[config.mk]
export PLATFORM = sky130hd
export DESIGN_NAME = pbd_channel
export DESIGN_NICKNAME = d
export VERILOG_FILES = /design/src/verilog/pbd_pkg.sv /design/src/verilog/pbd_channel.sv
export SDC_FILE = /design/constraint.sdc
export NUM_CORES = 1
export LEC_CHECK = 0
export BUFFER_PORTS_ARGS = -buffer_cell sky130_fd_sc_hd__buf_2
export CORE_ASPECT_RATIO = 0.5
export CORE_MARGIN = 4
export CORE_UTILIZATION = 30
export DETAILED_ROUTE_END_ITERATION = 10
export PLACE_DENSITY = 0.49
export SYNTH_ARGS = -nofsm -noshare
export SYNTH_HDL_FRONTEND = slang
export SYNTH_SLANG_ARGS = --single-unit
export TNS_END_PERCENT = 10
[constraint.sdc]
create_clock -name pclk -period 7.35 [get_ports pclk]
set_input_delay 1.8375 -clock pclk [delete_from_list [all_inputs] [get_ports pclk]]
set_output_delay 1.8375 -clock pclk [all_outputs]
set_load 0.05 [all_outputs]
[src/verilog/pbd_pkg.sv]
// Purpose: Shared constants and types for the push-button channel block
// Assumes: 100 MHz pclk, APB register access with 32-bit data
// Notes:   Offsets are byte addresses; timer settings are kept in milliseconds, clock figures in ns
package pbd_pkg;

    // Clock and time base
    localparam int unsigned CLK_PERIOD_NS = 10;
    localparam int unsigned ONE_MS_NS     = 1_000_000;
    localparam int unsigned LONG_PRESS_MS = 400;     // Short/long boundary

    // Register byte offsets
    localparam logic [7:0] OFS_CTRL   = 8'h00;
    localparam logic [7:0] OFS_VALUES = 8'h04;
    localparam logic [7:0] OFS_DIS    = 8'h08;
    localparam logic [7:0] OFS_DELAY  = 8'h0C;
    localparam logic [7:0] OFS_STATUS = 8'h10;

    // Reset values
    localparam logic [31:0] RST_CTRL   = 32'h0000_0700; // 520 ms x 3
    localparam logic [31:0] RST_VALUES = 32'h0000_00C8; // Rise 200, fall 0
    localparam logic [31:0] RST_DIS    = 32'h0000_0000;
    localparam logic [15:0] RST_DELAY  = 16'h0000;

    // Brightness stepping in lux
    localparam logic [15:0] LUX_STEP = 16'h0032;     // 50 lux, fixed
    localparam logic [15:0] LUX_MAX  = 16'h05DC;     // 1500 lux

    // Time base choices in ms
    localparam logic [9:0] BASE_130 = 10'h082;
    localparam logic [9:0] BASE_260 = 10'h104;
    localparam logic [9:0] BASE_520 = 10'h208;

    // Channel function selection
    typedef enum logic [1:0] {
        FN_SWITCH, FN_DIM, FN_BLIND, FN_BRIGHT
    } pbd_func_t;

    // Edge on which a brightness value is sent
    typedef enum logic [1:0] {
        ON_RISE, ON_FALL, ON_BOTH, ON_RSVD
    } pbd_edge_t;

    // Bus-return reaction
    typedef enum logic [1:0] {
        RET_NONE, RET_RISE, RET_FALL, RET_INPUT
    } pbd_ret_t;

    // Switching commands; code 3 means toggle or input state by context
    typedef enum logic [1:0] {
        CMD_NONE, CMD_ON, CMD_OFF, CMD_TOGGLE
    } pbd_cmd_t;

    // Telegram objects, also pending-slot indices
    localparam int unsigned N_OBJ     = 4;
    localparam logic [1:0]  OBJ_SW1   = 2'h0;
    localparam logic [1:0]  OBJ_SW2   = 2'h1;
    localparam logic [1:0]  OBJ_DIM   = 2'h2;
    localparam logic [1:0]  OBJ_BRT   = 2'h3;

endpackage

[src/verilog/pbd_channel.sv]
// Purpose: Push-button channel with value adjustment, bus-return reaction
//          and per-function disabling, sending telegrams as object values
// Assumes: Inputs synchronous to pclk; presetn low models bus voltage loss
// Notes:   One telegram leaves per cycle; later ones wait in pending slots
`timescale 1ns/1ps
`default_nettype none

module pbd_channel
    import pbd_pkg::*;
#(
    parameter int unsigned CYC_PER_MS = ONE_MS_NS / CLK_PERIOD_NS
) (
    input  wire logic        pclk,
    input  wire logic        presetn,
    input  wire logic        psel,
    input  wire logic        penable,
    input  wire logic        pwrite,
    input  wire logic [7:0]  paddr,
    input  wire logic [31:0] pwdata,
    output logic      [31:0] prdata,
    output logic             pready,
    output logic             pslverr,
    input  wire logic        button,
    input  wire logic [1:0]  sw_disable_obj,
    input  wire logic        dim_disable_obj,
    input  wire logic        blind_disable_obj,
    output logic             tx_valid,
    output logic      [1:0]  tx_obj,
    output logic      [15:0] tx_value
);

    typedef enum logic [1:0] {ST_DELAY, ST_REACT, ST_RUN} pbd_start_t;

    logic [31:0] ctrl;
    logic [31:0] values;
    logic [31:0] dis_cfg;
    logic [15:0] delay_ms;

    // Configuration fields
    pbd_func_t   func;
    pbd_edge_t   edge_mode;
    pbd_ret_t    ret_react;
    logic        adj_en;
    logic [1:0]  base_sel;
    logic [6:0]  factor;
    logic [15:0] rise_val;
    logic [15:0] fall_val;
    logic        sw_en;
    logic        sw_inv;
    logic [1:0]  sw_begin;
    logic [1:0]  sw_end;
    logic        dim_en;
    logic        dim_inv;
    logic [1:0]  dim_begin;
    logic        dim_end_off;
    logic        blind_en;
    logic        blind_inv;
    logic [1:0]  sw_rise_cmd;
    logic [1:0]  sw_fall_cmd;

    assign func        = pbd_func_t'(ctrl[1:0]);
    assign edge_mode   = pbd_edge_t'(ctrl[3:2]);
    assign adj_en      = ctrl[4];
    assign ret_react   = pbd_ret_t'(ctrl[6:5]);
    assign base_sel    = ctrl[8:7];
    assign factor      = ctrl[15:9];
    assign rise_val    = values[15:0];
    assign fall_val    = values[31:16];
    assign sw_en       = dis_cfg[0];
    assign sw_inv      = dis_cfg[1];
    assign sw_begin    = dis_cfg[3:2];
    assign sw_end      = dis_cfg[5:4];
    assign dim_en      = dis_cfg[6];
    assign dim_inv     = dis_cfg[7];
    assign dim_begin   = dis_cfg[9:8];
    assign dim_end_off = dis_cfg[10];
    assign blind_en    = dis_cfg[11];
    assign blind_inv   = dis_cfg[12];
    assign sw_rise_cmd = dis_cfg[15:14];
    assign sw_fall_cmd = dis_cfg[17:16];

    // Returns {send, value} for a switching command on an object
    function automatic logic [1:0] apply_cmd(input logic [1:0] cmd,
                                             input logic       cur);
        case (cmd)
            CMD_ON:     apply_cmd = 2'b11;
            CMD_OFF:    apply_cmd = 2'b10;
            CMD_TOGGLE: apply_cmd = {1'b1, ~cur};
            default:    apply_cmd = {1'b0, cur};
        endcase
    endfunction

    // APB slave: zero wait states, read data captured in the setup phase
    logic apb_wr;
    logic apb_setup;
    logic addr_ok;
    logic [1:0]  sw_val;
    logic        dim_val;
    logic [3:0]  dis_now;
    logic        start_done;
    logic [15:0] brt_cur;

    assign pready    = 1'b1;
    assign apb_wr    = psel & penable & pwrite;
    assign apb_setup = psel & ~penable;
    assign addr_ok   = (paddr == OFS_CTRL)  || (paddr == OFS_VALUES) ||
                       (paddr == OFS_DIS)   || (paddr == OFS_DELAY)  ||
                       (paddr == OFS_STATUS);

    // Software-written configuration
    always_ff @(posedge pclk or negedge presetn) begin
        if (!presetn) begin
            ctrl     <= RST_CTRL;
            values   <= RST_VALUES;
            dis_cfg  <= RST_DIS;
            delay_ms <= RST_DELAY;
        end else if (apb_wr) begin
            case (paddr)
                OFS_CTRL:   ctrl     <= pwdata;
                OFS_VALUES: values   <= pwdata;
                OFS_DIS:    dis_cfg  <= pwdata;
                OFS_DELAY:  delay_ms <= pwdata[15:0];
                default:    ;
            endcase
        end
    end

    // Read data and error flag, held through the access phase
    always_ff @(posedge pclk or negedge presetn) begin
        if (!presetn) begin
            prdata  <= 32'h0000_0000;
            pslverr <= 1'b0;
        end else if (apb_setup) begin
            pslverr <= ~addr_ok;
            case (paddr)
                OFS_CTRL:   prdata <= ctrl;
                OFS_VALUES: prdata <= values;
                OFS_DIS:    prdata <= dis_cfg;
                OFS_DELAY:  prdata <= {16'h0000, delay_ms};
                OFS_STATUS: prdata <= {brt_cur, 8'h00, start_done,
                                       dis_now, dim_val, sw_val};
                default:    prdata <= 32'h0000_0000;
            endcase
        end
    end

    // Millisecond tick shared by every timer
    logic [31:0] ms_cnt;
    logic        ms_tick;
    assign ms_tick = (ms_cnt == CYC_PER_MS - 1);

    always_ff @(posedge pclk or negedge presetn) begin
        if (!presetn) begin
            ms_cnt <= 32'h0000_0000;
        end else begin
            ms_cnt <= ms_tick ? 32'h0000_0000 : ms_cnt + 32'h0000_0001;
        end
    end

    // Input edges
    logic btn_prev;
    logic btn_rise;
    logic btn_fall;
    assign btn_rise = button & ~btn_prev;
    assign btn_fall = ~button & btn_prev;

    always_ff @(posedge pclk or negedge presetn) begin
        if (!presetn) begin
            btn_prev <= 1'b0;
        end else begin
            btn_prev <= button;
        end
    end

    // Start-up delay after bus return, then one reaction
    pbd_start_t  start_st;
    logic [15:0] delay_cnt;
    logic        ret_fire;
    assign ret_fire   = (start_st == ST_REACT);
    assign start_done = (start_st == ST_RUN);

    always_ff @(posedge pclk or negedge presetn) begin
        if (!presetn) begin
            start_st  <= ST_DELAY;
            delay_cnt <= 16'h0000;
        end else begin
            case (start_st)
                ST_DELAY: begin
                    if (delay_cnt >= delay_ms) begin
                        start_st <= ST_REACT;
                    end else if (ms_tick) begin
                        delay_cnt <= delay_cnt + 16'h0001;
                    end
                end
                ST_REACT: start_st <= ST_RUN;
                ST_RUN:   start_st <= ST_RUN;
                default:  start_st <= ST_DELAY;
            endcase
        end
    end

    // Effective disable states with polarity; blind only reports its state
    logic [1:0] sw_dis;
    logic       dim_dis;
    logic       blind_dis;
    logic [1:0] sw_dis_prev;
    logic       dim_dis_prev;
    assign sw_dis    = {2{sw_en}} & (sw_disable_obj ^ {2{sw_inv}});
    assign dim_dis   = dim_en & (dim_disable_obj ^ dim_inv);
    assign blind_dis = blind_en & (blind_disable_obj ^ blind_inv);
    assign dis_now   = {blind_dis, dim_dis, sw_dis};

    always_ff @(posedge pclk or negedge presetn) begin
        if (!presetn) begin
            sw_dis_prev  <= 2'b00;
            dim_dis_prev <= 1'b0;
        end else begin
            sw_dis_prev  <= sw_dis;
            dim_dis_prev <= dim_dis;
        end
    end

    // Send requests into the pending slots
    logic [N_OBJ-1:0] set_req;
    logic [15:0]      set_val [N_OBJ];

    // Switching objects 1.1 and 1.2, each with its own disable edges
    genvar gi;
    generate
        for (gi = 0; gi < 2; gi++) begin : g_sw
            logic [1:0] res;
            logic [1:0] inp_cmd;
            assign inp_cmd = button ? sw_rise_cmd : sw_fall_cmd;
            always_comb begin
                res = 2'b00;
                if (sw_dis[gi] && !sw_dis_prev[gi]) begin
                    res = apply_cmd(sw_begin, sw_val[gi]);
                end else if (!sw_dis[gi] && sw_dis_prev[gi]) begin
                    if (sw_end == CMD_TOGGLE) begin
                        res = apply_cmd(inp_cmd, sw_val[gi]);
                    end else begin
                        res = apply_cmd(sw_end, sw_val[gi]);
                    end
                end else if (func == FN_SWITCH && !sw_dis[gi]) begin
                    if (btn_rise) begin
                        res = apply_cmd(sw_rise_cmd, sw_val[gi]);
                    end else if (btn_fall) begin
                        res = apply_cmd(sw_fall_cmd, sw_val[gi]);
                    end
                end
            end
            assign set_req[gi] = res[1];
            assign set_val[gi] = {15'h0000, res[0]};

            always_ff @(posedge pclk or negedge presetn) begin
                if (!presetn) begin
                    sw_val[gi] <= 1'b0;
                end else if (res[1]) begin
                    sw_val[gi] <= res[0];
                end
            end
        end
    endgenerate

    // Dimming switching object
    logic [1:0] dim_res;
    always_comb begin
        dim_res = 2'b00;
        if (dim_dis && !dim_dis_prev) begin
            dim_res = apply_cmd(dim_begin, dim_val);
        end else if (!dim_dis && dim_dis_prev) begin
            dim_res = {dim_end_off, 1'b0};
        end else if (func == FN_DIM && !dim_dis && btn_rise) begin
            dim_res = {1'b1, ~dim_val};
        end
    end
    assign set_req[OBJ_DIM] = dim_res[1];
    assign set_val[OBJ_DIM] = {15'h0000, dim_res[0]};

    always_ff @(posedge pclk or negedge presetn) begin
        if (!presetn) begin
            dim_val <= 1'b0;
        end else if (dim_res[1]) begin
            dim_val <= dim_res[0];
        end
    end

    // Brightness transmitter; the held value survives after adjusting
    logic        act;
    logic        act_edge;
    logic        brt_sel;
    logic        adj_ok;
    logic        adj_used;
    logic        adj_up;
    logic [15:0] adj_val;
    logic [15:0] hold_ms;
    logic [16:0] per_ms;
    logic [16:0] per_cnt;
    logic [9:0]  base_ms;
    logic        long_on;
    logic        step;
    logic [15:0] stepped;
    logic        ret_send;
    logic [15:0] ret_val;

    assign brt_sel  = (func == FN_BRIGHT) && start_done;
    assign act      = (edge_mode == ON_FALL) ? ~button : button;
    assign act_edge = (edge_mode == ON_FALL) ? btn_fall : btn_rise;
    assign adj_ok   = adj_en && (edge_mode == ON_RISE || edge_mode == ON_FALL);
    assign brt_cur  = adj_used ? adj_val
                    : ((edge_mode == ON_FALL) ? fall_val : rise_val);
    assign long_on  = (hold_ms >= LONG_PRESS_MS[15:0]);

    always_comb begin
        case (base_sel)
            2'd0:    base_ms = BASE_130;
            2'd1:    base_ms = BASE_260;
            default: base_ms = BASE_520;
        endcase
    end
    assign per_ms = 17'(base_ms) * 17'(factor);
    // First step as the hold reaches the long-press boundary, then per period
    assign step = brt_sel && adj_ok && act && ms_tick &&
                  (long_on ? (per_cnt + 17'd1 >= per_ms)
                           : (hold_ms == LONG_PRESS_MS[15:0] - 16'h0001));

    always_comb begin
        if (adj_up) begin
            stepped = (brt_cur >= LUX_MAX - LUX_STEP) ? LUX_MAX
                    : brt_cur + LUX_STEP;
        end else begin
            stepped = (brt_cur <= LUX_STEP) ? 16'h0000
                    : brt_cur - LUX_STEP;
        end
    end

    // Hold timer and step period
    always_ff @(posedge pclk or negedge presetn) begin
        if (!presetn) begin
            hold_ms <= 16'h0000;
            per_cnt <= 17'h0_0000;
        end else if (!act || !brt_sel) begin
            hold_ms <= 16'h0000;
            per_cnt <= 17'h0_0000;
        end else if (ms_tick) begin
            if (!long_on) begin
                hold_ms <= hold_ms + 16'h0001;
            end
            per_cnt <= step ? 17'h0_0000 : per_cnt + 17'h0_0001;
        end
    end

    // Adjusted value and direction; direction flips at each release after a long press
    always_ff @(posedge pclk or negedge presetn) begin
        if (!presetn) begin
            adj_val  <= 16'h0000;
            adj_used <= 1'b0;
            adj_up   <= 1'b1;
        end else begin
            if (step) begin
                adj_val  <= stepped;
                adj_used <= 1'b1;
            end
            if (brt_sel && !act && long_on) begin
                adj_up <= ~adj_up;
            end
        end
    end

    // Bus-return reaction, honouring which edges the mode offers
    always_comb begin
        ret_send = 1'b0;
        ret_val  = 16'h0000;
        case (ret_react)
            RET_RISE: begin
                ret_send = (edge_mode == ON_RISE || edge_mode == ON_BOTH);
                ret_val  = rise_val;
            end
            RET_FALL: begin
                ret_send = (edge_mode == ON_FALL || edge_mode == ON_BOTH);
                ret_val  = fall_val;
            end
            RET_INPUT: begin
                ret_send = (edge_mode == ON_BOTH);
                ret_val  = button ? rise_val : fall_val;
            end
            default: ;
        endcase
    end

    logic        brt_req;
    logic [15:0] brt_val;
    always_comb begin
        brt_req = 1'b0;
        brt_val = brt_cur;
        if (ret_fire && ret_send && func == FN_BRIGHT) begin
            brt_req = 1'b1;
            brt_val = ret_val;
        end else if (step) begin
            brt_req = 1'b1;
            brt_val = stepped;
        end else if (brt_sel && edge_mode == ON_BOTH) begin
            brt_req = btn_rise | btn_fall;
            brt_val = btn_rise ? rise_val : fall_val;
        end else if (brt_sel && act_edge) begin
            brt_req = 1'b1;
        end
    end
    assign set_req[OBJ_BRT] = brt_req;
    assign set_val[OBJ_BRT] = brt_val;

    // Pending slots: a new request in the grant cycle stays pending
    logic [N_OBJ-1:0] pend;
    logic [15:0]      pend_val [N_OBJ];
    logic [N_OBJ-1:0] grant;
    logic [1:0]       grant_idx;

    always_comb begin
        grant     = '0;
        grant_idx = OBJ_SW1;
        for (int k = N_OBJ - 1; k >= 0; k--) begin
            if (pend[k]) begin
                grant     = '0;
                grant[k]  = 1'b1;
                grant_idx = 2'(k);
            end
        end
    end

    generate
        for (gi = 0; gi < N_OBJ; gi++) begin : g_pend
            always_ff @(posedge pclk or negedge presetn) begin
                if (!presetn) begin
                    pend[gi]     <= 1'b0;
                    pend_val[gi] <= 16'h0000;
                end else if (set_req[gi]) begin
                    pend[gi]     <= 1'b1;
                    pend_val[gi] <= set_val[gi];
                end else if (grant[gi]) begin
                    pend[gi] <= 1'b0;
                end
            end
        end
    endgenerate

    // Telegram output, one per cycle, lowest object first
    always_ff @(posedge pclk or negedge presetn) begin
        if (!presetn) begin
            tx_valid <= 1'b0;
            tx_obj   <= OBJ_SW1;
            tx_value <= 16'h0000;
        end else begin
            tx_valid <= |pend;
            if (|pend) begin
                tx_obj   <= grant_idx;
                tx_value <= pend_val[grant_idx];
            end
        end
    end

endmodule

`default_nettype wire

* Yosys cells after proc, flatten, opt, wreduce, memory -nomap -nowiden
Index checks and enable logic that the tools add are counted.
** Word-level totals
- Bits in registers :: 292
- Input bits :: 50
- Output and inout port bits :: 53
- Word-level logic and storage cells :: 244
** Cells by class
- Add/sub/neg operators :: 6
- $mul :: 1
- Magnitude comparators :: 6
- Equal/unequal tests :: 47
- Muxes and demuxes :: 75
- Bitwise operators :: 22
- Reduce and logical (&&, ||, !) cells :: 59
** Operator list (number)
- 2-to-1 mux 16 bit :: 15
- case mux 32 bit (5 select lines) :: 1
- case mux 2 bit (3 select lines) :: 9
- 2-to-1 mux 17 bit :: 3
- case mux 16 bit (3 select lines) :: 1
- 2-to-1 mux 2 bit :: 21
- equality test 2 bit (second input constant) :: 17
- adder 16 x 1 -> 16 bit (second input constant) :: 2
- adder 32 x 1 -> 32 bit (second input constant) :: 1
- binary-select mux 16 bit (select 2 bit) :: 1
- equality test 32 x 17 -> 1 bit (second input constant) :: 1
- 2-to-1 mux 32 bit :: 1
- equality test 2 x 1 -> 1 bit (second input constant) :: 11
- logical AND 1 bit :: 22
- case mux 10 bit (2 select lines) :: 1
- adder 17 x 1 -> 17 bit (second input constant) :: 1
- greater-or-equal comparator 17 bit :: 1
- multiplier 10 x 7 -> 17 bit :: 1
- adder 16 x 6 -> 16 bit (second input constant) :: 1
- equality test 16 x 9 -> 1 bit (second input constant) :: 1
- equality test 8 x 4 -> 1 bit (second input constant) :: 2
- greater-or-equal comparator 16 x 11 -> 1 bit (second input constant) :: 1
- greater-or-equal comparator 16 bit :: 1
- greater-or-equal comparator 16 x 9 -> 1 bit (second input constant) :: 1
- other kinds (33) :: 99

* Longest topological paths before layout
Gate-level depths: netlist (run 1).
- Depth after elaboration :: 10
- Mapped depth :: 28
- Gate-level depth less buffers :: 25

* Worst setup path after synthesis (run 1)
No wires, ideal clock.
- Path type :: flip-flop to flip-flop
- From :: register ctrl[8]
- To :: register pend_val[2] in the netlist's numbering
- Library setup time :: 137 ps
- Arrival :: 5847 ps
- Required time :: 7213 ps
- Slack :: 1366 ps
- Stages on the path, launching flop included :: 26
- Path buffers :: 3
- Period minus slack after synthesis :: 5984 ps
- Cells stage by stage :: dfstp_2 -> clkbuf_1 -> nor2_1 -> and2_1 -> ha_1 -> fa_1 -> ha_1 -> inv_1 -> fa_1 -> inv_1 -> ha_1 -> or2_2 -> a21oi_1 -> nor3_1 -> a2111oi_0 -> a21oi_1 -> xnor2_1 -> ha_1 -> nand4_1 -> nor3_1 -> o41a_1 -> o211ai_2 -> buf_6 -> buf_2 -> a221oi_1 -> o22ai_1
** Between the ends
- Cells in the longest elaborated chain, start to end :: 8
- Elaborated cells on any way between the ends :: 11
- Classes of those cells :: 1 x mul; 1 x order compare; 1 x eq/ne; 6 x mux; 2 x reduce/logical
** RTL lines
- from (decl) :: RTL line pbd_channel.sv:34 : logic [31:0] ctrl;
- from (signal assigned) :: RTL line pbd_channel.sv:119 : OFS_CTRL: ctrl <= pwdata;
- equality test 2 x 1 -> 1 bit or zero test 2 bit (tied branches) :: RTL line pbd_channel.sv:315 : case (base_sel)
- case mux 10 bit (2 select lines) * :: RTL line pbd_channel.sv:315
- multiplier 10 x 7 -> 17 bit * :: RTL line pbd_channel.sv:321 : assign per_ms = 17'(base_ms) * 17'(factor);
- greater-or-equal comparator 17 bit * :: RTL line pbd_channel.sv:324 : (long_on ? (per_cnt + 17'd1 >= per_ms)
- 2-to-1 mux 1 bit * :: RTL line pbd_channel.sv:324
- logical AND 1 bit * :: RTL line pbd_channel.sv:323 : assign step = brt_sel && adj_ok && act && ms_tick &&
- 2-to-1 mux 16 bit or 2-to-1 mux 1 bit (tied branches) :: RTL line pbd_channel.sv:399 : end else if (step) begin
- 2-to-1 mux 16 bit or 2-to-1 mux 1 bit (tied branches) :: RTL line pbd_channel.sv:396 : if (ret_fire && ret_send && func == FN_BRIGHT) begin
- to (signal, indexed assignment) :: RTL line pbd_channel.sv:438 : pend_val[gi] <= set_val[gi];
- to (decl) :: RTL line pbd_channel.sv:414 : logic [15:0] pend_val [N_OBJ];
Every way passes the cells marked *; elsewhere a longest branch is shown, timed or not.
A chain may end at the register's enable or synchronous reset.

* Final worst setup path (run 1)
- From :: register ctrl[8]
- To :: register pend_val[1] in the netlist's numbering
The elaborated chain is that of the path after synthesis.

==> results of run 1 <==
state kept, by name, summed over array words and instances, names as in the netlist, 4 cells and up:
signal,cells
pend,4
dis_cfg,32
delay_ms,16
pend_val,18
prdata,32
values,32
tx_value,16
ms_cnt,32
per_cnt,17
delay_cnt,16
hold_ms,16
adj_val,16
ctrl,32
worst max-delay path: stages, from the launching register on:
cell and delay, ns:
dfstp_2 0.62, nor2_1 0.13, and2_1 0.18, ha_1 0.32, fa_1 0.46, ha_1 0.29, inv_1 0.06, fa_1 0.54
inv_1 0.04, ha_1 0.32, or2_2 0.28, a21oi_1 0.19, nor3_1 0.07, a2111oi_0 0.62, xor2_1 0.14, ha_1 0.34
a21oi_1 0.14, nor2b_1 0.06, o21ai_0 0.16, nand4b_1 0.20, o211ai_2 0.23, buf_4 0.41, and3_1 0.57, a21oi_1 0.14
o21a_1 0.12
layout by cell type, fill, tap and decap left out, types with 38 or more instances in the layout:
cell type,count
inv_1,100
o21ai_0,100
buf_2,100
nor2_1,109
ha_1,95
a21oi_1,63
mux2i_1,42
nand3_1,38
dfrtp_1,284
xnor2_1,62
nand2_1,161
mux2_2,115
synth_stat cells, types with 9 or more instances:
library cell	n
clkbuf_1	51
mux2i_1	42
buf_2	12
nand2_1	161
a21oi_1	63
xor2_1	34
a221oi_1	18
inv_1	100
nor3_1	22
nand2b_1	15
nor2_1	109
mux2_2	115
a222oi_1	24
and2_1	33
and3_1	23
ha_1	95
a31oi_1	17
nand4_1	24
fa_1	11
dfrtp_1	285
a21o_1	18
o31ai_1	9
nor2b_1	13
o21a_1	13
nor4_1	13
xnor2_1	62
o21ai_0	101
nand3_1	38
a22oi_1	11
worst min path at each step:
stage                             start            end  slack (ns)  cells after the start
after floorplan               ms_cnt[0]      ms_cnt[0]        0.45                      1
after global placement       prdata[17]     prdata[17]        0.46                      2
after detailed placement     prdata[13]     prdata[13]        0.47                      2
after CTS                     ms_cnt[0]      ms_cnt[0]        0.48                      1
after global routing      delay_cnt[15]  delay_cnt[15]        0.50                      1
final                         ms_cnt[0]      ms_cnt[0]        0.48                      1
routing by layer:
metal	track usage [%]	vias up	routed length, microns
met4	2.91	0	840
met5	0	-	0
met3	2.38	51	2230
met2	26.5	269	23600
met1	26.3	6895	27800
li1	-	6380	-
metrics by stage:
| step | utilization, % | worst slack (ns) | instances |
|---|---|---|---|
| floorplan | - | 1.37 | 1727 |
| CTS | 34.4 | 0.616 | 2597 |
| global route | 34.4 | 0.0824 | 2597 |
| detailed placement | 32.7 | 0.656 | 2541 |
| finish | 34.4 | 0.589 | 2598 |
| global placement | 32.7 | 0.794 | 2541 |
cell type report:
cell class	instances	area [sq um]	share of cell area [%]
antenna	1	2.50	0.0126
clock buffer	51	940	4.74
clock inverter	5	56.3	0.284
inverter	102	383	1.93
multi-input combinational	1249	9420	47.5
sequential	292	7320	36.9
tap	768	961	4.85
timing repair buffer	130	746	3.76
cells by family after synthesis:
family	Yosys count	share of synthesized area, %
and+or+nand+nor	515	15.3
AOI/OAI and AO/OA	374	15.6
DFF	292	41.8
buffers and inverters	186	4.59
muxes	157	9.80
adders and majority gates	106	8.05
xor gates and xnor gates	96	4.81
other	1	0.0214
power by group:
part	switching [W]	internal, W
Clock	0.000699	0.000869
Sequential	0.0000349	0.00163
Combinational	0.000177	0.0000806
==> flow_summary.json, run 1 <==
{
  "core.rowCount": 62,
  "core_sq_mm": 0.0576,
  "min_period_ns": 6.76,
  "clkSlewWorstSetupHoldPaths_ns": 0.07,
  "leakage_nw": 9.14,
  "synth_edf_count": 0,
  "port_buffers": 101,
  "ant_nets": 0,
  "cts_hold_buf": 0,
  "nFillCells": 5864,
  "crit_required_ns": 7.87,
  "pin_count": 103,
  "synth_area_leaders": "dfrtp_1, mux2_2, ha_1",
  "ys_seq_area_share_pct": 41.8,
  "drc": 0,
  "grt_pass1_vias": 13400,
  "die_y_microns": 179,
  "postCtsSetupRepairBufs": 0,
  "drive_above_1_share_pct": 19.5,
  "crit_path_max_fanout": 31,
  "routed_wl_microns": 54400,
  "reg2reg_slack_ns": 0.59,
  "finalSetupViolCount": 0,
  "ys_ff_latch": 292,
  "grt_pass1_wl_microns": 83900,
  "worst_skew_pair.late_latency_ns": 0.62,
  "r2r_cells": 24,
  "overflow": 0,
  "rsz0062_at_grt": "no",
  "finalSetupTns_ns": 0,
  "power_density_mw_per_mm2": 176,
  "post_drt_wl_per_cell_microns": 21.0,
  "num_vias": 13600,
  "place_hpwl_microns": 39400,
  "async_flop_share_pct": 100,
  "synthCells": 1727,
  "report.final.hold_viol_count": 0,
  "globalplace.congestion": 0.830,
  "cts_tree": "yes",
  "h-tree-depth": 1,
  "fin_skew_ns": 0.0458,
  "ys.warnings.count": 0,
  "cp-start-kind": "register",
  "cp-end-kind": "register",
  "via_per_inst": 5.23,
  "crit_path_start": "ctrl[8]",
  "antenna_found_initial": 2,
  "slew_headroom_pct": 24.5,
  "placed_cell_area_sq_mm": 0.0188,
  "grt_max_degree": 99,
  "yosysTopAreaCell": "dfrtp_1",
  "grt_usage_pct": 17.3,
  "slew_viol_final": 0,
  "finalCritPeriodShare_pct": 92.0,
  "max_freq_mhz": 148,
  "synth_top_cell_area_share_pct": 40.8,
  "drtPass1Iterations": 6,
  "worstMarginPinSlew_ns": 1.13,
  "clockBufferDepth": 3,
  "die_w_microns": 350,
  "ir_drop_uv": 172,
  "cts_buffers": 30,
  "cts_resized": 0,
  "crit_path_end": "pend_val[1]",
  "initial_core_util_pct": 30.4,
  "avgSynthCellArea_sq_um": 10.1,
  "holdCritPathClass": "register to register",
  "syn_area_sq_mm": 0.0175,
  "syn_to_final_growth_pct": 13.3,
  "reg2reg_to": "pend_val[1]",
  "syn_nets": 1883,
  "nets": 1961,
  "fin_area_sq_mm": 0.0198,
  "crit_arrival_ns": 7.28,
  "die_area_sq_mm": 0.0625,
  "drt_iter0_drc": 1124,
  "synth_ff_type": "dfrtp_1",
  "r2r_start": "ctrl[8]",
  "whs_ns": 0.476,
  "critPathKind": "register to register",
  "p_total_w": 0.00349,
  "status": "finished clean",
  "cts-root-buf": "clkbuf_16",
  "clock_sinks": 292,
  "maxCapViolations": 0,
  "synth.distinct_cells": 100
}
Note: power is estimated with default switching activity, not from simulation.
==> inputs of run 2 (changes only) <==
--- a/config.mk
+++ b/config.mk
@@ -10,6 +10,7 @@
 export CORE_MARGIN = 4
 export CORE_UTILIZATION = 30
 export DETAILED_ROUTE_END_ITERATION = 10
+export GPL_ROUTABILITY_DRIVEN = 0
 export PLACE_DENSITY = 0.49
 export SYNTH_ARGS = -nofsm -noshare
 export SYNTH_HDL_FRONTEND = slang
==> constraint.sdc (replaced) <==
create_clock -name pclk -period 7.2 [get_ports pclk]
set_input_delay 1.8 -clock pclk [delete_from_list [all_inputs] [get_ports pclk]]
set_output_delay 1.8 -clock pclk [all_outputs]
set_load 0.05 [all_outputs]
==> run 2 against run 1 <==
Against the previous run: sequential power barely moved; design area grew 0.39%; sequential cell count unchanged; largest power group unchanged; largest cell class unchanged.
==> flow_summary.json, run 2 (synthesis results as in run 1) <==
{
  "status": "finished clean",
  "p_total_w": 0.00364,
  "slew_viol_final": 0,
  "finalSetupViolCount": 0,
  "pin_count": 103,
  "min-delay-start": "ms_cnt[0]",
  "leakage_nw": 9.19,
  "drc": 0,
  "die_y_microns": 179,
  "power_density_mw_per_mm2": 183,
  "core_sq_mm": 0.0576,
  "final_util_pct": 34.6,
  "report.final.hold_viol_count": 0,
  "crit_cells": 23,
  "routed_wl_microns": 54700,
  "crit_arrival_ns": 7.02,
  "crit_path_start": "ctrl[8]",
  "cp-start-kind": "register",
  "worst_path_max_delay_cell": "dfstp_2",
  "r2r_start": "ctrl[8]",
  "reg2reg_to": "per_cnt[14]",
  "worst_skew_pair.late_latency_ns": 0.62,
  "final_common_cell": "dfrtp_1",
  "die_w_microns": 350,
  "r2r_cells": 23,
  "path_delay_family": "adder cells",
  "layout_setup_ws_ns": 0.689,
  "critPathKind": "register to register",
  "grt_pass1_wl_microns": 84600,
  "grt_usage_pct": 17.4,
  "crit_top_cell": "ha_1",
  "place_hpwl_microns": 39600,
  "drtPass1Iterations": 6,
  "num_vias": 13700,
  "clkSlewWorstSetupHoldPaths_ns": 0.06,
  "cts-root-buf": "clkbuf_16",
  "drive_above_1_share_pct": 19.9,
  "worstMarginPinSlew_ns": 1.26,
  "ant_nets": 0,
  "syn_to_final_growth_pct": 13.8,
  "antenna_found_initial": 2,
  "initial_core_util_pct": 30.4,
  "clockBufferDepth": 3,
  "cp-end-kind": "register",
  "rsz0062_at_grt": "no",
  "max_freq_mhz": 154,
  "reg2reg_slack_ns": 0.69,
  "grt_max_degree": 110,
  "finalSetupTns_ns": 0,
  "h-tree-depth": 1,
  "critPathBufInv": 2,
  "core.rowCount": 62,
  "cts_hold_buf": 0,
  "maxCapViolations": 0,
  "path_cells": "nor2_1, and2_1, ha_1, fa_1, ha_1, inv_1, fa_1, inv_1, ha_1, or2_2, a21oi_1, nor3_1, a2111oi_0, a21oi_1, xnor2_1, ha_1, nand4_1, nand2b_1, nand4b_1, o211ai_2, nand3_1, or3_1, o21ai_0",
  "port_buffers": 101,
  "crit_path_max_fanout": 15,
  "nFillCells": 5942,
  "drt_iter0_drc": 1086,
  "via_per_inst": 5.25,
  "whs_ns": 0.476,
  "slew_headroom_pct": 15.4,
  "cts_tree": "yes",
  "holdCritPathClass": "register to register",
  "final_cell_mix": "dfrtp_1, nand2_1, mux2_2",
  "max_stage_delay_ns": 0.63,
  "ir_drop_uv": 174,
  "min_period_ns": 6.51,
  "grt_pass1_vias": 13300,
  "die_area_sq_mm": 0.0625,
  "nets": 1966,
  "crit_required_ns": 7.71,
  "finalCritPeriodShare_pct": 90.4,
  "fin_skew_ns": 0.0297,
  "post_drt_wl_per_cell_microns": 21.0,
  "crit_path_end": "per_cnt[14]",
  "overflow": 0,
  "place_ws_ns": 0.637,
  "cts_buffers": 31,
  "clock_sinks": 292
}
==> run 2: repair_timing <==
action | CTS | global route
gates resized for setup | 0 | 1
setup endpoints to repair | 0 | 1
endpoints found under the hold margin | 0 | 0
setup buffers | 0 | 0
==> run 2: worst min path at each step <==
stage	depth (start not counted)	slack, ns	to
detailed placement	2	0.47	prdata[23]
finish	1	0.48	ms_cnt[0]
global placement	2	0.46	prdata[7]
floorplan	1	0.45	ms_cnt[0]
CTS	2	0.48	prdata[23]
global route	2	0.50	prdata[23]
==> run 2: report_power, final <==
| group | internal (W) | switching (W) | total [W] | leakage (nW) |
|---|---|---|---|---|
| clock | 0.000951 | 0.000719 | 0.00167 | 0.515 |
| combinational | 0.0000828 | 0.000182 | 0.000265 | 4.80 |
| sequential | 0.00167 | 0.0000358 | 0.00170 | 3.88 |
| total | 0.00270 | 0.000937 | 0.00364 | 9.19 |
==> run 2: cell type report <==
class / instances / area, sq um / share of cell area [%]
diodes: 1 / 2.50 / 0.0126
multi-input cells: 1249 / 9430 / 47.3
clock buffers: 47 / 916 / 4.60
repair buffers: 134 / 776 / 3.90
flip-flops and latches: 292 / 7320 / 36.8
inverters: 102 / 383 / 1.92
clock inverters: 11 / 126 / 0.635
well taps: 768 / 961 / 4.83
==> run 2: layer usage <==
| layer | wire, microns | part of all wire (%) | global-route usage, % |
|---|---|---|---|
| met1 | 27600 | 50 | 26.3 |
| met2 | 23400 | 43 | 26.3 |
| met3 | 2580 | 4.7 | 2.68 |
| met4 | 1110 | 2.0 | 3.60 |
| met5 | 0 | 0 | 0 |
==> run 2: stage by stage <==
| stage | instance area [sq um] | cells |
|---|---|---|
| after CTS | 19900 | 2603 |
| after global placement | 18900 | 2545 |
| after floorplan | 17500 | 1727 |
| after detailed placement | 18900 | 2545 |
| after global routing | 19900 | 2603 |
| final | 19900 | 2604 |
==> inputs of run 3 (changes only) <==
--- a/config.mk
+++ b/config.mk
@@ -11,6 +11,7 @@
 export CORE_UTILIZATION = 30
 export DETAILED_ROUTE_END_ITERATION = 10
 export GPL_ROUTABILITY_DRIVEN = 0
+export GPL_TIMING_DRIVEN = 0
 export PLACE_DENSITY = 0.49
 export SYNTH_ARGS = -nofsm -noshare
 export SYNTH_HDL_FRONTEND = slang
==> run 3 against run 2 <==
Against the previous run: sequential share of layout area shrank 0.50 points; global-route usage rose by 0.54 points; design area rose by 1.4%; core utilization grew 0.47 points; clock power about the same; non-clock buffer count increased by 57; total power up 0.67%; combinational power is 3% higher.
==> flow_summary.json, run 3 (synthesis results as in run 1) <==
{
  "drc": 0,
  "slew_viol_final": 0,
  "core_sq_mm": 0.0576,
  "overflow": 0,
  "via_per_inst": 5.24,
  "clock_sinks": 292,
  "initial_core_util_pct": 30.4,
  "cts_tree": "yes",
  "hold_depth": 2,
  "grt_usage_pct": 18.0,
  "holdCritPathClass": "register to register",
  "post_drt_wl_per_cell_microns": 21.2,
  "cp-start-kind": "register",
  "status": "finished clean",
  "antenna_found_initial": 4,
  "die_y_microns": 179,
  "clockBufferDepth": 3,
  "p_total_w": 0.00366,
  "nets": 2023,
  "leakage_nw": 9.27,
  "max_freq_mhz": 150,
  "port_buffers": 101,
  "drtPass1Iterations": 8,
  "report.final.hold_viol_count": 0,
  "fin_skew_ns": 0.0267,
  "finalSetupViolCount": 0,
  "core.rowCount": 62,
  "crit_path_max_fanout": 10,
  "ant_nets": 0,
  "power_density_mw_per_mm2": 181,
  "max_stage_delay_ns": 0.53,
  "place_hpwl_microns": 43100,
  "min_period_ns": 6.66,
  "swShare_pct": 25.9,
  "die_area_sq_mm": 0.0625,
  "place_inst": 2600,
  "cts-root-buf": "clkbuf_16",
  "worst_path_max_delay_cell": "dfstp_2",
  "routed_wl_microns": 56300,
  "worst_skew_pair.late_latency_ns": 0.61,
  "die_w_microns": 350,
  "worstMarginPinSlew_ns": 1.42,
  "ir_drop_uv": 164,
  "grt_pass1_vias": 13600,
  "crit_arrival_ns": 7.13,
  "clkSlewWorstSetupHoldPaths_ns": 0.07,
  "final_cell_mix": "dfrtp_1, nand2_1, mux2_2",
  "final_common_cell": "dfrtp_1",
  "num_vias": 14000,
  "drive_above_1_share_pct": 19.2,
  "grt_max_degree": 101,
  "seq_power_share_pct": 46.4,
  "crit_required_ns": 7.67,
  "p_int_w": 0.00271,
  "grt_pass1_wl_microns": 86400,
  "cp-end-kind": "register",
  "pin_count": 103,
  "h-tree-depth": 1,
  "stdcell_count": 2661,
  "finalSetupTns_ns": 0,
  "finalCritPeriodShare_pct": 92.5,
  "critPathKind": "register to register",
  "cts_buffers": 31,
  "drt_iter0_drc": 1078,
  "maxCapViolations": 0,
  "crit_top_cell": "ha_1",
  "power.switching_w": 0.000948,
  "rsz0062_at_grt": "no",
  "r2r_cells": 28,
  "syn_to_final_growth_pct": 15.3,
  "p_clk_share_pct": 46.2,
  "slew_headroom_pct": 3.62,
  "cts_hold_buf": 0,
  "power_frac_comb_pct": 7.4,
  "whs_ns": 0.478
}
## run 3: cell count changes in the layout (fill, tap and decap cells not counted), moves of 2 or more
cell,delta
clkbuf_1,+47
buf_4,-26
buf_2,+13
buf_1,+8
buf_6,+7
buf_16,+3
buf_8,+2
clkinvlp_4,+2
nor2_1,-2
nor2_2,+2
nor3_1,+2
nor3_2,-2
## run 3: per-stage QoR
stage	util, %	area (sq um)	setup slack (ns)
6_report	35.1	20200	0.541
5_1_grt	35.0	20200	0.0560
4_1_cts	35.0	20100	0.0367
3_5_place_dp	33.1	19100	-0.209
3_3_place_gp	32.9	19000	-1.64
2_1_floorplan	-	17500	1.22
## run 3: critical path: cells and delay by family, from the launching register on
family / cells / cell delay (ns)
compound gates: 9 / 1.66
fa+ha+maj: 6 / 2.05
buf+inv: 5 / 0.82
flops: 1 / 0.53
simple gates: 8 / 1.47
## run 3: area by class of cell
class | instances | area (sq um)
well taps | 768 | 961
multi-input cells | 1249 | 9410
inverters | 102 | 383
flip-flops and latches | 292 | 7320
diodes | 1 | 2.50
plain buffers | 84 | 422
clock inverters | 13 | 141
repair buffers | 107 | 618
clock buffers | 45 | 918
fillers | 5865 | 37400
## run 3: repair_timing
item / 4_1_cts / 5_1_grt
resized for setup: 2 / 11
endpoints found under the setup margin: 23 / 48
hold endpoints to repair: 0 / 0
setup buffers: 2 / 0
pin swaps: 1 / 1
## run 3: path summary, 6_finish.rpt
path                            slack, ns  startpoint           end
min in group asynchronous            1.02     presetn    ms_cnt[17]
worst max-delay path                 0.54     ctrl[8]  pend_val[11]
worst min-delay path                 0.48  prdata[22]    prdata[22]
worst min register to register       0.48  prdata[22]    prdata[22]
worst max register to register       0.54     ctrl[8]  pend_val[11]
max in group asynchronous            4.51     presetn      ctrl[29]
## run 3: metal layers
layer	routed length, microns	part of all wire (%)	global-route usage, %
met1	27500	49	26.3
met4	1160	2.1	3.93
met5	40	0.071	0
met3	3500	6.2	3.43
met2	24100	43	27.5
## run 3: power by group through the flow
stage | Combinational [W] | Clock (W) | Sequential (W)
6_report | 0.000272 | 0.00169 | 0.00170
5_1_grt | 0.000297 | 0.00180 | 0.00170
4_1_cts | 0.000274 | 0.00173 | 0.00170
3_5_place_dp | 0.000273 | 0 | 0.00173
3_3_place_gp | 0.000266 | 0 | 0.00173
2_1_floorplan | 0.000118 | 0 | 0.00175
